--- src/common/dcsi_map.svh ---
`ifndef DCSI_MAP_SVH
`define DCSI_MAP_SVH

// Sizes
`define DCSI_N_IN 8
`define DCSI_N_PAIR 4

// Register byte offsets
`define DCSI_OFS_XS_EN 8'h00
`define DCSI_OFS_PULSE_SEL 8'h04
`define DCSI_OFS_PAIR_CFG 8'h08
`define DCSI_OFS_START_EN 8'h0C
`define DCSI_OFS_STATE 8'h10
`define DCSI_OFS_IRQ_STAT 8'h14
`define DCSI_OFS_IRQ_MASK 8'h18

// Field positions
`define DCSI_PAIR_EN_LSB 0
`define DCSI_PAIR_AV_LSB 4
`define DCSI_PAIR_TMO_LSB 8
`define DCSI_ST_DIN_LSB 0
`define DCSI_ST_FAULT_LSB 8
`define DCSI_ST_ALARM_BIT 16
`define DCSI_ST_PAIR_LSB 17
`define DCSI_IRQ_ALARM_BIT 0
`define DCSI_IRQ_MISM_BIT 1
`define DCSI_IRQ_CHG_BIT 2

// Reset values
`define DCSI_RST_CFG8 8'h00
`define DCSI_RST_PAIR 12'h000
`define DCSI_RST_IRQ 3'h0

// Inputs that take part in the switch-to-low test
`define DCSI_LOW_TEST_MASK 8'h0F

// Signature patterns of the two pulse outputs
`define DCSI_SIG_A 8'hCA
`define DCSI_SIG_B 8'h35

// Timing
`define DCSI_CLK_HZ 20000000
`define DCSI_TEST_PERIOD_US 100
`define DCSI_TEST_PERIOD_CYC (`DCSI_TEST_PERIOD_US * (`DCSI_CLK_HZ / 1000000))
`define DCSI_TEST_LEN_NS 200
`define DCSI_TEST_LEN_CYC ((`DCSI_TEST_LEN_NS * (`DCSI_CLK_HZ / 1000000)) / 1000)
`define DCSI_STEP_NS 1000
`define DCSI_STEP_CYC ((`DCSI_STEP_NS * (`DCSI_CLK_HZ / 1000000)) / 1000)
`define DCSI_TMO_MS 500
`define DCSI_TMO_CYC (`DCSI_TMO_MS * (`DCSI_CLK_HZ / 1000))

`endif

--- src/common/dcsi_pkg.sv ---
`default_nettype none

package dcsi_pkg;

    // APB request from the master
    typedef struct packed {
        logic psel;
        logic penable;
        logic pwrite;
        logic [7:0] paddr;
        logic [31:0] pwdata;
    } dcsi_apb_req_s;

    // APB answer of the slave
    typedef struct packed {
        logic [31:0] prdata;
        logic pready;
        logic pslverr;
    } dcsi_apb_rsp_s;

    // Dynamic test sequencer states
    typedef enum logic [2:0] {
        TST_IDLE = 3'b001,
        TST_THR = 3'b010,
        TST_LOW = 3'b100
    } dcsi_tst_e;

endpackage : dcsi_pkg

`default_nettype wire

--- src/design/dcsi_pulse_gen.sv ---
`include "dcsi_map.svh"
`default_nettype none

module dcsi_pulse_gen (
    // Clock and reset
    input wire logic clk_sys_i,
    input wire logic nrst_i,
    // Signature pulses and their step and frame timing
    output var logic [1:0] pulse_o,
    output var logic step_o,
    output var logic frame_o
);
    import dcsi_pkg::*;

    localparam logic [1:0][7:0] PAT = {`DCSI_SIG_B, `DCSI_SIG_A};
    localparam logic [4:0] STEP_M1 = 5'(`DCSI_STEP_CYC - 1);

    logic [4:0] cnt_q;
    logic [2:0] idx_q;
    logic [2:0] idx_d;

    assign idx_d = idx_q + 3'h1;

    // Step timer and bit index
    always_ff @(posedge clk_sys_i or negedge nrst_i)
    begin
        if (!nrst_i)
        begin
            cnt_q <= 5'h00;
            idx_q <= 3'h0;
            step_o <= 1'b0;
            frame_o <= 1'b0;
        end
        else
        begin
            step_o <= (cnt_q == STEP_M1);
            frame_o <= (cnt_q == STEP_M1) && (idx_q == 3'h7);
            if (cnt_q == STEP_M1)
            begin
                cnt_q <= 5'h00;
                idx_q <= idx_d;
            end
            else
            begin
                cnt_q <= cnt_q + 5'h01;
            end
        end
    end

    // One shifter per output, each with its own pattern
    for (genvar j = 0; j < 2; j++)
    begin : g_pulse
        always_ff @(posedge clk_sys_i or negedge nrst_i)
        begin
            if (!nrst_i)
                pulse_o[j] <= PAT[j][0];
            else if (cnt_q == STEP_M1)
                pulse_o[j] <= PAT[j][idx_d];
        end
    end

    pulse_distinct_a: assert property (@(posedge clk_sys_i) disable iff (!nrst_i)
        pulse_o[0] != pulse_o[1]) else $error("pulse outputs carry the same level");

endmodule // dcsi_pulse_gen

`default_nettype wire

--- src/design/dcsi_sig_check.sv ---
`include "dcsi_map.svh"
`default_nettype none

module dcsi_sig_check (
    // Clock and reset
    input wire logic clk_sys_i,
    input wire logic nrst_i,
    // Levels and settings
    input wire logic [`DCSI_N_IN-1:0] lvl_i,
    input wire logic [`DCSI_N_IN-1:0] en_i,
    input wire logic [`DCSI_N_IN-1:0] sel_i,
    // Pulse timing
    input wire logic [1:0] pulse_i,
    input wire logic step_i,
    input wire logic frame_i,
    // Verdict
    output var logic [`DCSI_N_IN-1:0] ok_o,
    output var logic [`DCSI_N_IN-1:0] fault_o
);
    import dcsi_pkg::*;

    logic [1:0] exp_q;
    logic [`DCSI_N_IN-1:0] hi_q;
    logic [`DCSI_N_IN-1:0] bad_q;

    // Pulse level valid during the step that just ended
    always_ff @(posedge clk_sys_i or negedge nrst_i)
    begin
        if (!nrst_i)
            exp_q <= 2'h0;
        else
            exp_q <= pulse_i;
    end

    // Per input signature compare over one frame
    for (genvar i = 0; i < `DCSI_N_IN; i++)
    begin : g_chk
        logic mis;
        assign mis = lvl_i[i] ^ exp_q[sel_i[i]];
        always_ff @(posedge clk_sys_i or negedge nrst_i)
        begin
            if (!nrst_i)
            begin
                hi_q[i] <= 1'b0;
                bad_q[i] <= 1'b0;
                ok_o[i] <= 1'b0;
                fault_o[i] <= 1'b0;
            end
            else if (step_i && frame_i)
            begin
                hi_q[i] <= 1'b0;
                bad_q[i] <= 1'b0;
                ok_o[i] <= en_i[i] && (hi_q[i] || lvl_i[i]) && !(bad_q[i] || mis);
                fault_o[i] <= fault_o[i] || (en_i[i] && (hi_q[i] || lvl_i[i]) && (bad_q[i] || mis));
            end
            else if (step_i)
            begin
                hi_q[i] <= hi_q[i] || lvl_i[i];
                bad_q[i] <= bad_q[i] || mis;
            end
        end
    end

    sig_fault_a: assert property (@(posedge clk_sys_i) disable iff (!nrst_i)
        (step_i && frame_i && en_i[0] && (hi_q[0] || lvl_i[0]) && bad_q[0]) |=> fault_o[0] && !ok_o[0])
        else $error("wrong signature not flagged");

endmodule // dcsi_sig_check

`default_nettype wire

--- src/design/dcsi_top.sv ---
// Contract
// - Input High only when both channels High; pulse-fed inputs need a good frame verdict and agreeing channels
// - Core tests always on, others enabled
// - Cyclic high-threshold test, alarm on failure
// - Cyclic switch-to-low test, inputs 5-8 excluded
// - Pulse outputs carry distinct signatures
// - Enabled inputs must carry assigned signature
// - Per-input pulse choice exposes neighbour shorts
// - Multi-contact sensor High needs all contacts
// - Two NC contacts: High when both closed
// - NO plus NC: NO actuated, NC not
// - Invalid contact combination over 0.5 s alarms
`include "dcsi_map.svh"
`default_nettype none

module dcsi_top #(
    parameter int unsigned TMO_CYC = `DCSI_TMO_CYC
) (
    // Clock and reset
    input wire logic clk_sys_i,
    input wire logic nrst_i,
    // APB slave
    input wire dcsi_pkg::dcsi_apb_req_s apb_i,
    output var dcsi_pkg::dcsi_apb_rsp_s apb_o,
    // Redundant input channels and threshold probe
    input wire logic [`DCSI_N_IN-1:0] ch_a_i,
    input wire logic [`DCSI_N_IN-1:0] ch_b_i,
    input wire logic [`DCSI_N_IN-1:0] thr_ok_i,
    // Front end test strobes and pulses
    output var logic thr_test_o,
    output var logic low_test_o,
    output var logic [1:0] pulse_o,
    // Evaluated results
    output var logic [`DCSI_N_IN-1:0] din_o,
    output var logic [`DCSI_N_PAIR-1:0] pair_o,
    output var logic alarm_o,
    output var logic irq_o
);
    import dcsi_pkg::*;

    localparam int N = `DCSI_N_IN;
    localparam logic [11:0] PERIOD_M1 = 12'(`DCSI_TEST_PERIOD_CYC - 1);
    localparam logic [11:0] LEN_M1 = 12'(`DCSI_TEST_LEN_CYC - 1);
    localparam logic [23:0] TMO_LIM = 24'(TMO_CYC);

    // Address decode shared by read and write
    function automatic logic addr_hit(input logic [7:0] a);
        addr_hit = (a == `DCSI_OFS_XS_EN) || (a == `DCSI_OFS_PULSE_SEL) || (a == `DCSI_OFS_PAIR_CFG) ||
                   (a == `DCSI_OFS_START_EN) || (a == `DCSI_OFS_STATE) || (a == `DCSI_OFS_IRQ_STAT) ||
                   (a == `DCSI_OFS_IRQ_MASK);
    endfunction

    logic [N-1:0] xs_en_q;
    logic [N-1:0] psel_q;
    logic [11:0] pair_cfg_q;
    logic start_en_q;
    logic [2:0] irq_st_q;
    logic [2:0] irq_st_d;
    logic [2:0] irq_msk_q;
    logic [2:0] irq_ev;
    logic [31:0] rdata_d;
    logic acc;
    logic wr_en;
    dcsi_tst_e st_q;
    dcsi_tst_e st_d;
    logic [11:0] tcnt_q;
    logic last;
    logic [N-1:0] thr_fail;
    logic [N-1:0] low_fail;
    logic [N-1:0] both_q;
    logic mism_ev;
    logic [N-1:0] sig_ok;
    logic [N-1:0] sig_fault;
    logic step;
    logic frame;
    logic [N-1:0] val;
    logic [N-1:0] start_seen_q;
    logic primed_q;
    logic [N-1:0] tmo_fault;
    logic [N-1:0] new_fault;
    logic [N-1:0] fault_q;
    logic [N-1:0] din_d;
    logic [`DCSI_N_PAIR-1:0] pair_d;

    // APB handshake: one wait state, then answer
    assign acc = apb_i.psel && apb_i.penable && !apb_o.pready;
    assign wr_en = apb_i.psel && apb_i.penable && apb_o.pready && apb_i.pwrite && addr_hit(apb_i.paddr);

    // Read data mux
    always_comb
    begin
        rdata_d = 32'h0000_0000;
        case (apb_i.paddr)
            `DCSI_OFS_XS_EN: rdata_d[N-1:0] = xs_en_q;
            `DCSI_OFS_PULSE_SEL: rdata_d[N-1:0] = psel_q;
            `DCSI_OFS_PAIR_CFG: rdata_d[11:0] = pair_cfg_q;
            `DCSI_OFS_START_EN: rdata_d[0] = start_en_q;
            `DCSI_OFS_STATE:
            begin
                rdata_d[`DCSI_ST_DIN_LSB +: N] = din_o;
                rdata_d[`DCSI_ST_FAULT_LSB +: N] = fault_q;
                rdata_d[`DCSI_ST_ALARM_BIT] = alarm_o;
                rdata_d[`DCSI_ST_PAIR_LSB +: `DCSI_N_PAIR] = pair_o;
            end
            `DCSI_OFS_IRQ_STAT: rdata_d[2:0] = irq_st_q;
            `DCSI_OFS_IRQ_MASK: rdata_d[2:0] = irq_msk_q;
            default: rdata_d = 32'h0000_0000;
        endcase
    end

    // APB answer flops
    always_ff @(posedge clk_sys_i or negedge nrst_i)
    begin
        if (!nrst_i)
            apb_o <= '0;
        else
        begin
            apb_o.pready <= acc;
            apb_o.pslverr <= acc && !addr_hit(apb_i.paddr);
            apb_o.prdata <= (acc && !apb_i.pwrite) ? rdata_d : 32'h0000_0000;
        end
    end

    // Configuration registers; optional tests off after reset
    always_ff @(posedge clk_sys_i or negedge nrst_i)
    begin
        if (!nrst_i)
        begin
            xs_en_q <= `DCSI_RST_CFG8;
            psel_q <= `DCSI_RST_CFG8;
            pair_cfg_q <= `DCSI_RST_PAIR;
            start_en_q <= 1'b0;
            irq_msk_q <= `DCSI_RST_IRQ;
        end
        else if (wr_en)
        begin
            case (apb_i.paddr)
                `DCSI_OFS_XS_EN: xs_en_q <= apb_i.pwdata[N-1:0];
                `DCSI_OFS_PULSE_SEL: psel_q <= apb_i.pwdata[N-1:0];
                `DCSI_OFS_PAIR_CFG: pair_cfg_q <= apb_i.pwdata[11:0];
                `DCSI_OFS_START_EN: start_en_q <= apb_i.pwdata[0];
                `DCSI_OFS_IRQ_MASK: irq_msk_q <= apb_i.pwdata[2:0];
                default: ;
            endcase
        end
    end

    // Test sequencer next state, always running
    assign last = (tcnt_q == LEN_M1);
    always_comb
    begin
        case (st_q)
            TST_IDLE: st_d = (tcnt_q == PERIOD_M1) ? TST_THR : TST_IDLE;
            TST_THR: st_d = last ? TST_LOW : TST_THR;
            TST_LOW: st_d = last ? TST_IDLE : TST_LOW;
            default: st_d = TST_IDLE;
        endcase
    end

    // Sequencer state, counter and strobes
    always_ff @(posedge clk_sys_i or negedge nrst_i)
    begin
        if (!nrst_i)
        begin
            st_q <= TST_IDLE;
            tcnt_q <= 12'h000;
            thr_test_o <= 1'b0;
            low_test_o <= 1'b0;
        end
        else
        begin
            st_q <= st_d;
            tcnt_q <= (st_d != st_q) ? 12'h000 : tcnt_q + 12'h001;
            thr_test_o <= (st_d == TST_THR);
            low_test_o <= (st_d == TST_LOW);
        end
    end

    // Test verdicts at the end of each window
    assign thr_fail = (st_q == TST_THR && last) ? ~thr_ok_i : '0;
    assign low_fail = (st_q == TST_LOW && last) ? ((ch_a_i | ch_b_i) & `DCSI_LOW_TEST_MASK) : '0;

    // Cross comparison, frozen while a test forces the front end
    always_ff @(posedge clk_sys_i or negedge nrst_i)
    begin
        if (!nrst_i)
            both_q <= '0;
        else if (st_q == TST_IDLE)
            both_q <= ch_a_i & ch_b_i;
    end
    assign mism_ev = (st_q == TST_IDLE) && (ch_a_i != ch_b_i);

    dcsi_pulse_gen u_pulse (
        .clk_sys_i(clk_sys_i),
        .nrst_i(nrst_i),
        .pulse_o(pulse_o),
        .step_o(step),
        .frame_o(frame)
    );

    dcsi_sig_check u_sig (
        .clk_sys_i(clk_sys_i),
        .nrst_i(nrst_i),
        .lvl_i(both_q),
        .en_i(xs_en_q),
        .sel_i(psel_q),
        .pulse_i(pulse_o),
        .step_i(step),
        .frame_i(frame),
        .ok_o(sig_ok),
        .fault_o(sig_fault)
    );

    // Pulse-fed inputs report the frame verdict, not the pulse; a channel mismatch still forces Low
    assign val = (both_q & ~xs_en_q) | (sig_ok & xs_en_q & ~(ch_a_i ^ ch_b_i));

    // Start test: input must be seen Low once after power-up
    always_ff @(posedge clk_sys_i or negedge nrst_i)
    begin
        if (!nrst_i)
        begin
            primed_q <= 1'b0;
            start_seen_q <= '0;
        end
        else
        begin
            // First cycle skipped: its Low is only the pipeline's reset value
            primed_q <= 1'b1;
            start_seen_q <= start_seen_q | (primed_q ? ~val : '0);
        end
    end

    // Sticky faults and module alarm, cleared by reset only
    assign new_fault = thr_fail | low_fail | sig_fault | tmo_fault;
    always_ff @(posedge clk_sys_i or negedge nrst_i)
    begin
        if (!nrst_i)
        begin
            fault_q <= '0;
            alarm_o <= 1'b0;
        end
        else
        begin
            fault_q <= fault_q | new_fault;
            alarm_o <= alarm_o || (|new_fault);
        end
    end

    // Reported inputs
    assign din_d = val & (start_en_q ? start_seen_q : '1) & ~fault_q & ~new_fault;
    always_ff @(posedge clk_sys_i or negedge nrst_i)
    begin
        if (!nrst_i)
            din_o <= '0;
        else
            din_o <= din_d;
    end

    // Two-contact elements on input pairs
    for (genvar k = 0; k < `DCSI_N_PAIR; k++)
    begin : g_pair
        logic ca;
        logic cb;
        logic en;
        logic av;
        logic valid;
        logic [23:0] cnt_q;
        assign ca = din_o[2*k];
        assign cb = din_o[2*k+1];
        assign en = pair_cfg_q[`DCSI_PAIR_EN_LSB + k];
        assign av = pair_cfg_q[`DCSI_PAIR_AV_LSB + k];
        assign valid = av ? (ca ^ cb) : (ca == cb);
        assign pair_d[k] = en && (av ? (ca && !cb) : (ca && cb));
        assign tmo_fault[2*k+1:2*k] = {2{cnt_q == TMO_LIM}};
        always_ff @(posedge clk_sys_i or negedge nrst_i)
        begin
            if (!nrst_i)
                cnt_q <= 24'h000000;
            else if (en && pair_cfg_q[`DCSI_PAIR_TMO_LSB + k] && !valid && cnt_q != TMO_LIM)
                cnt_q <= cnt_q + 24'h000001;
            else
                cnt_q <= 24'h000000;
        end
    end

    // Pair results
    always_ff @(posedge clk_sys_i or negedge nrst_i)
    begin
        if (!nrst_i)
            pair_o <= '0;
        else
            pair_o <= pair_d;
    end

    // Interrupt status: set wins over write-one-clear
    assign irq_ev = {din_d != din_o, mism_ev, (|new_fault) && !alarm_o};
    assign irq_st_d = (irq_st_q & ~((wr_en && apb_i.paddr == `DCSI_OFS_IRQ_STAT) ? apb_i.pwdata[2:0] : 3'h0))
                      | irq_ev;
    always_ff @(posedge clk_sys_i or negedge nrst_i)
    begin
        if (!nrst_i)
        begin
            irq_st_q <= `DCSI_RST_IRQ;
            irq_o <= 1'b0;
        end
        else
        begin
            irq_st_q <= irq_st_d;
            irq_o <= |(irq_st_d & irq_msk_q);
        end
    end

    cross_cmp_a: assert property (@(posedge clk_sys_i) disable iff (!nrst_i)
        (din_o & ~$past(both_q | (xs_en_q & ~(ch_a_i ^ ch_b_i)))) == '0)
        else $error("input High without both channels");
    thr_alarm_a: assert property (@(posedge clk_sys_i) disable iff (!nrst_i)
        (st_q == TST_THR && last && !(&thr_ok_i)) |=> alarm_o && (fault_q & ~$past(thr_ok_i)) == $past(~thr_ok_i))
        else $error("threshold failure not alarmed");
    low_alarm_a: assert property (@(posedge clk_sys_i) disable iff (!nrst_i)
        (st_q == TST_LOW && last && ((ch_a_i | ch_b_i) & `DCSI_LOW_TEST_MASK) != '0) |=> alarm_o)
        else $error("switch-to-low failure not alarmed");
    test_cycle_a: assert property (@(posedge clk_sys_i) disable iff (!nrst_i)
        $rose(thr_test_o) |-> thr_test_o [*4] ##1 (low_test_o && !thr_test_o))
        else $error("dynamic test sequence broken");
    alarm_hold_a: assert property (@(posedge clk_sys_i) disable iff (!nrst_i)
        alarm_o |=> alarm_o && (din_o & fault_q) == '0) else $error("alarm or fault released");
    pair_nc_a: assert property (@(posedge clk_sys_i) disable iff (!nrst_i)
        (pair_o[0] && !pair_cfg_q[`DCSI_PAIR_AV_LSB]) |-> $past(din_o[0] && din_o[1]))
        else $error("NC pair High without both closed");
    pair_nonc_a: assert property (@(posedge clk_sys_i) disable iff (!nrst_i)
        (pair_o[0] && pair_cfg_q[`DCSI_PAIR_AV_LSB]) |-> $past(din_o[0] && !din_o[1]))
        else $error("NO/NC pair High in wrong combination");
    tmo_alarm_a: assert property (@(posedge clk_sys_i) disable iff (!nrst_i)
        (tmo_fault[0]) |=> alarm_o && fault_q[1:0] == 2'h3) else $error("contact time-out not alarmed");
    start_gate_a: assert property (@(posedge clk_sys_i) disable iff (!nrst_i)
        (start_en_q && !start_seen_q[0]) |=> !din_o[0]) else $error("start test bypassed");

endmodule // dcsi_top

`default_nettype wire

--- config.mk ---
export PLATFORM = sky130hd
export DESIGN_NAME = dcsi_top
export DESIGN_NICKNAME = d
export VERILOG_FILES = /design/src/common/dcsi_pkg.sv /design/src/design/dcsi_pulse_gen.sv /design/src/design/dcsi_sig_check.sv /design/src/design/dcsi_top.sv
export VERILOG_INCLUDE_DIRS = /design/src /design/src/common
export SDC_FILE = /design/constraint.sdc
export NUM_CORES = 1
export LEC_CHECK = 0
export BUFFER_PORTS_ARGS = -buffer_cell sky130_fd_sc_hd__buf_2
export CORE_ASPECT_RATIO = 0.7
export CORE_MARGIN = 1.5
export CORE_UTILIZATION = 55
export DETAILED_ROUTE_END_ITERATION = 16
export PLACE_DENSITY = 0.78
export RECOVER_POWER = 25
export SYNTH_ARGS = -nofsm -noshare
export SYNTH_HDL_FRONTEND = slang
export SYNTH_SLANG_ARGS = --single-unit
--- constraint.sdc ---
create_clock -name clk_sys_i -period 3.45 [get_ports clk_sys_i]
set_input_delay 0 -clock clk_sys_i [delete_from_list [all_inputs] [get_ports clk_sys_i]]
set_output_delay 0 -clock clk_sys_i [all_outputs]
set_load 0.05 [all_outputs]
==> metrics <==
outcome finished with violations; failing checks capacitance limit, slew limit; first-pass GRT wire length 46.2 mm; Gate power share 4.6%; pwr dens 434 mW/mm^2; Final Hold Fails 0; Slew Viols, Final 118; sequential element share of the synthesized area 53.3%; Synth Flop Type dfrtp_1; Worst VDD drop 0.316 mV; die width 180 um; largest net degree at the start of global routing 120; most common cell after layout, fill and taps aside dfrtp_1; H-tree levels 1; Fmax achieved 343 MHz; Final Critical Period 2.92 ns; initial core utilization 55.7%; Reg power frac 50.3%; CP startpoint kind register; DP Area 0.0127 mm^2; Final WS setup 0.532 ns; most frequent cells in the layout 254 x dfrtp_1, 163 x nor2_1, 86 x buf_2; DRT Pass-1 Iters 7; Final setup viols 0; worst-margin pin slew 2.69 ns; ys async rst share 100%; # port buffers 89; routed vias/inst 5.74; fraction of layout cells with a size suffix above 1 15.4%; DR WL/cell 18.0 um; Resize count post-CTS 0; Root Buffer clkbuf_16; Post-Syn Area per Cell 10.6 um^2; Place WS 0.476 ns; clk_skew 0.0167 ns; placed wire-length estimate 19.5 mm; routability cong. 0.851; vias in the first global route 8,751; CORE AREA 0.0216 mm^2; met3 Use GR 4.62%; IO Count 121; die height 127 um; die area 0.0228 mm^2; hold crit path type input port to register; clock share of power 45.1%; Post-Syn Area 0.0120 mm^2; fin area 0.0139 mm^2; Worst Path Required 3.86 ns; Worst Path Max Fanout 7; RSZ-0062 raised after global routing no; antenna violations before repair 0; leakage 6.28 nW; Most Crowded Layer GR met1; Post-Synthesis Cells 1,129; CTS sink count 256; final setup TNS 0 ns; GR Util met1 37.9%; Switching Share 22.1%; Period Utilization, post-route 84.6%; Area growth syn-to-layout 16.1%; Rel. slew slack -79.5%; synthesis-stage register bit count 256; total wire length 28.1 mm; Post-synth EDFFs 0; post-route ant nets 0; routed via count 8,971; MaxCap Viol Count 1; num rows 45; gr usage total 25.3%; met2 usage in global routing 37.7%; CTS clk-pin slew, worst paths 0.06 ns; # DRC 0; Setup CP Type register to register; CTS Buf Count 25; yosys synthesis warning count 0; Nets 1,356; clock latency on the worst-skew pair 0.52 ns; Util after Layout 64.7%; CTS tree yes; number of buffers on the longest clock path 3; switching pwr 1.34 mW; fillers 1,640; arrival time worst endpoint 3.33 ns; DR iter-0 viols 879; grt ovf 0; synth unique cells 68; number of diodes 0; CP endpoint kind register; internal cell power 4.71 mW
[metal layers]
metal	routed length, um	vias up	share of wire [%]
li1	-	4188	-
met1	13000	4415	46
met2	12300	309	44
met3	2020	59	7.2
met4	838	0	3.0
met5	0	-	0
[power by group through the flow]
stage,registers [mW],clock network [mW],logic [mW]
after floorplan,3.10,0,0.107
after CTS,3.04,2.77,0.281
after detailed placement,3.10,0,0.247
final,3.04,2.73,0.281
after global routing,3.04,2.89,0.310
after global placement,3.10,0,0.242
[worst paths after layout]
check	slack, ns	to	from	cells past startpoint
setup / recovery	0.53	irq_o	tcnt_q[7]	8
hold / removal	0.06	fault_q[1]	thr_ok_i[1]	3
setup reg to reg	0.53	irq_o	tcnt_q[7]	8
hold reg to reg	0.41	u_sig.exp_q[0]	u_pulse.pulse_o[0]	0
max in group asynchronous	0.97	din_o[2]	nrst_i	2
min in group asynchronous	0.87	primed_q	nrst_i	2
[area by class of cell]
cell class,count,area [um^2],share of cell area (%)
Sequential cell,256,6410,45.9
Multi-Input combinational cell,804,5290,37.9
Tap cell,282,353,2.53
Inverter,37,139,0.996
Timing Repair Buffer,139,940,6.74
Clock inverter,5,52.6,0.377
Clock buffer,39,768,5.51
[metrics by stage]
| stage | hold WS (ns) | instances | power, mW |
|---|---|---|---|
| after floorplan | -0.296 | 1139 | 3.21 |
| after global placement | 0.154 | 1479 | 3.34 |
| after detailed placement | 0.163 | 1479 | 3.35 |
| after CTS | 0.0341 | 1562 | 6.09 |
| after global routing | 0.0801 | 1562 | 6.25 |
| final | 0.0574 | 1562 | 6.05 |
[cells by family (layout without fill, tap and decap cells)]
logic type | after synthesis | in the layout | share of synthesized area (%)
and+or+nand+nor | 465 | 465 | 20.0
DFF | 256 | 256 | 53.3
AOI/OAI and AO/OA | 131 | 131 | 7.22
xor gates and xnor gates | 113 | 113 | 8.24
buffers and inverters | 79 | 220 | 2.97
muxes | 59 | 59 | 5.65
adders and majority gates | 24 | 24 | 2.50
other | 2 | 12 | 0.0625
[timing repair]
item	in CTS	in global routing
endpoints found under the hold margin	170	0
buffers inserted	0	0
hold buffers	39	0
endpoints found under the setup margin	0	0
[cells in the mapped netlist, drive strengths merged (22+ instances only)]
cell type	count	area, um^2
a21oi	32	160
and3	43	269
clkbuf	26	97.6
dfrtp	254	6360
ha	24	300
inv	37	139
mux2	41	462
nand2	75	282
nand3	42	215
nand4	22	138
nor2	164	623
o21ai	36	180
xnor2	45	394
xor2	68	596
[registers in the layout, indices dropped and copies added, names as in the netlist, 8 cells and up]
register,flops
apb_o,23
both_q,8
din_o,8
fault_q,8
g_pair.cnt_q,96
pair_cfg_q,12
psel_q,8
start_seen_q,8
tcnt_q,12
u_sig.bad_q,8
u_sig.fault_o,8
u_sig.hi_q,8
u_sig.ok_o,8
xs_en_q,8
[critical path, stage by stage (launching register included)]
cell and delay [ns]:
dfrtp_1 0.47, nor4_2 0.50, nand3_2 0.30, o31ai_2 0.48, nor4_1 0.15, xor2_1 0.22, a2111oi_4 0.22, nand4_1 0.17
a221o_1 0.31
(Power assumes the default switching activity.)
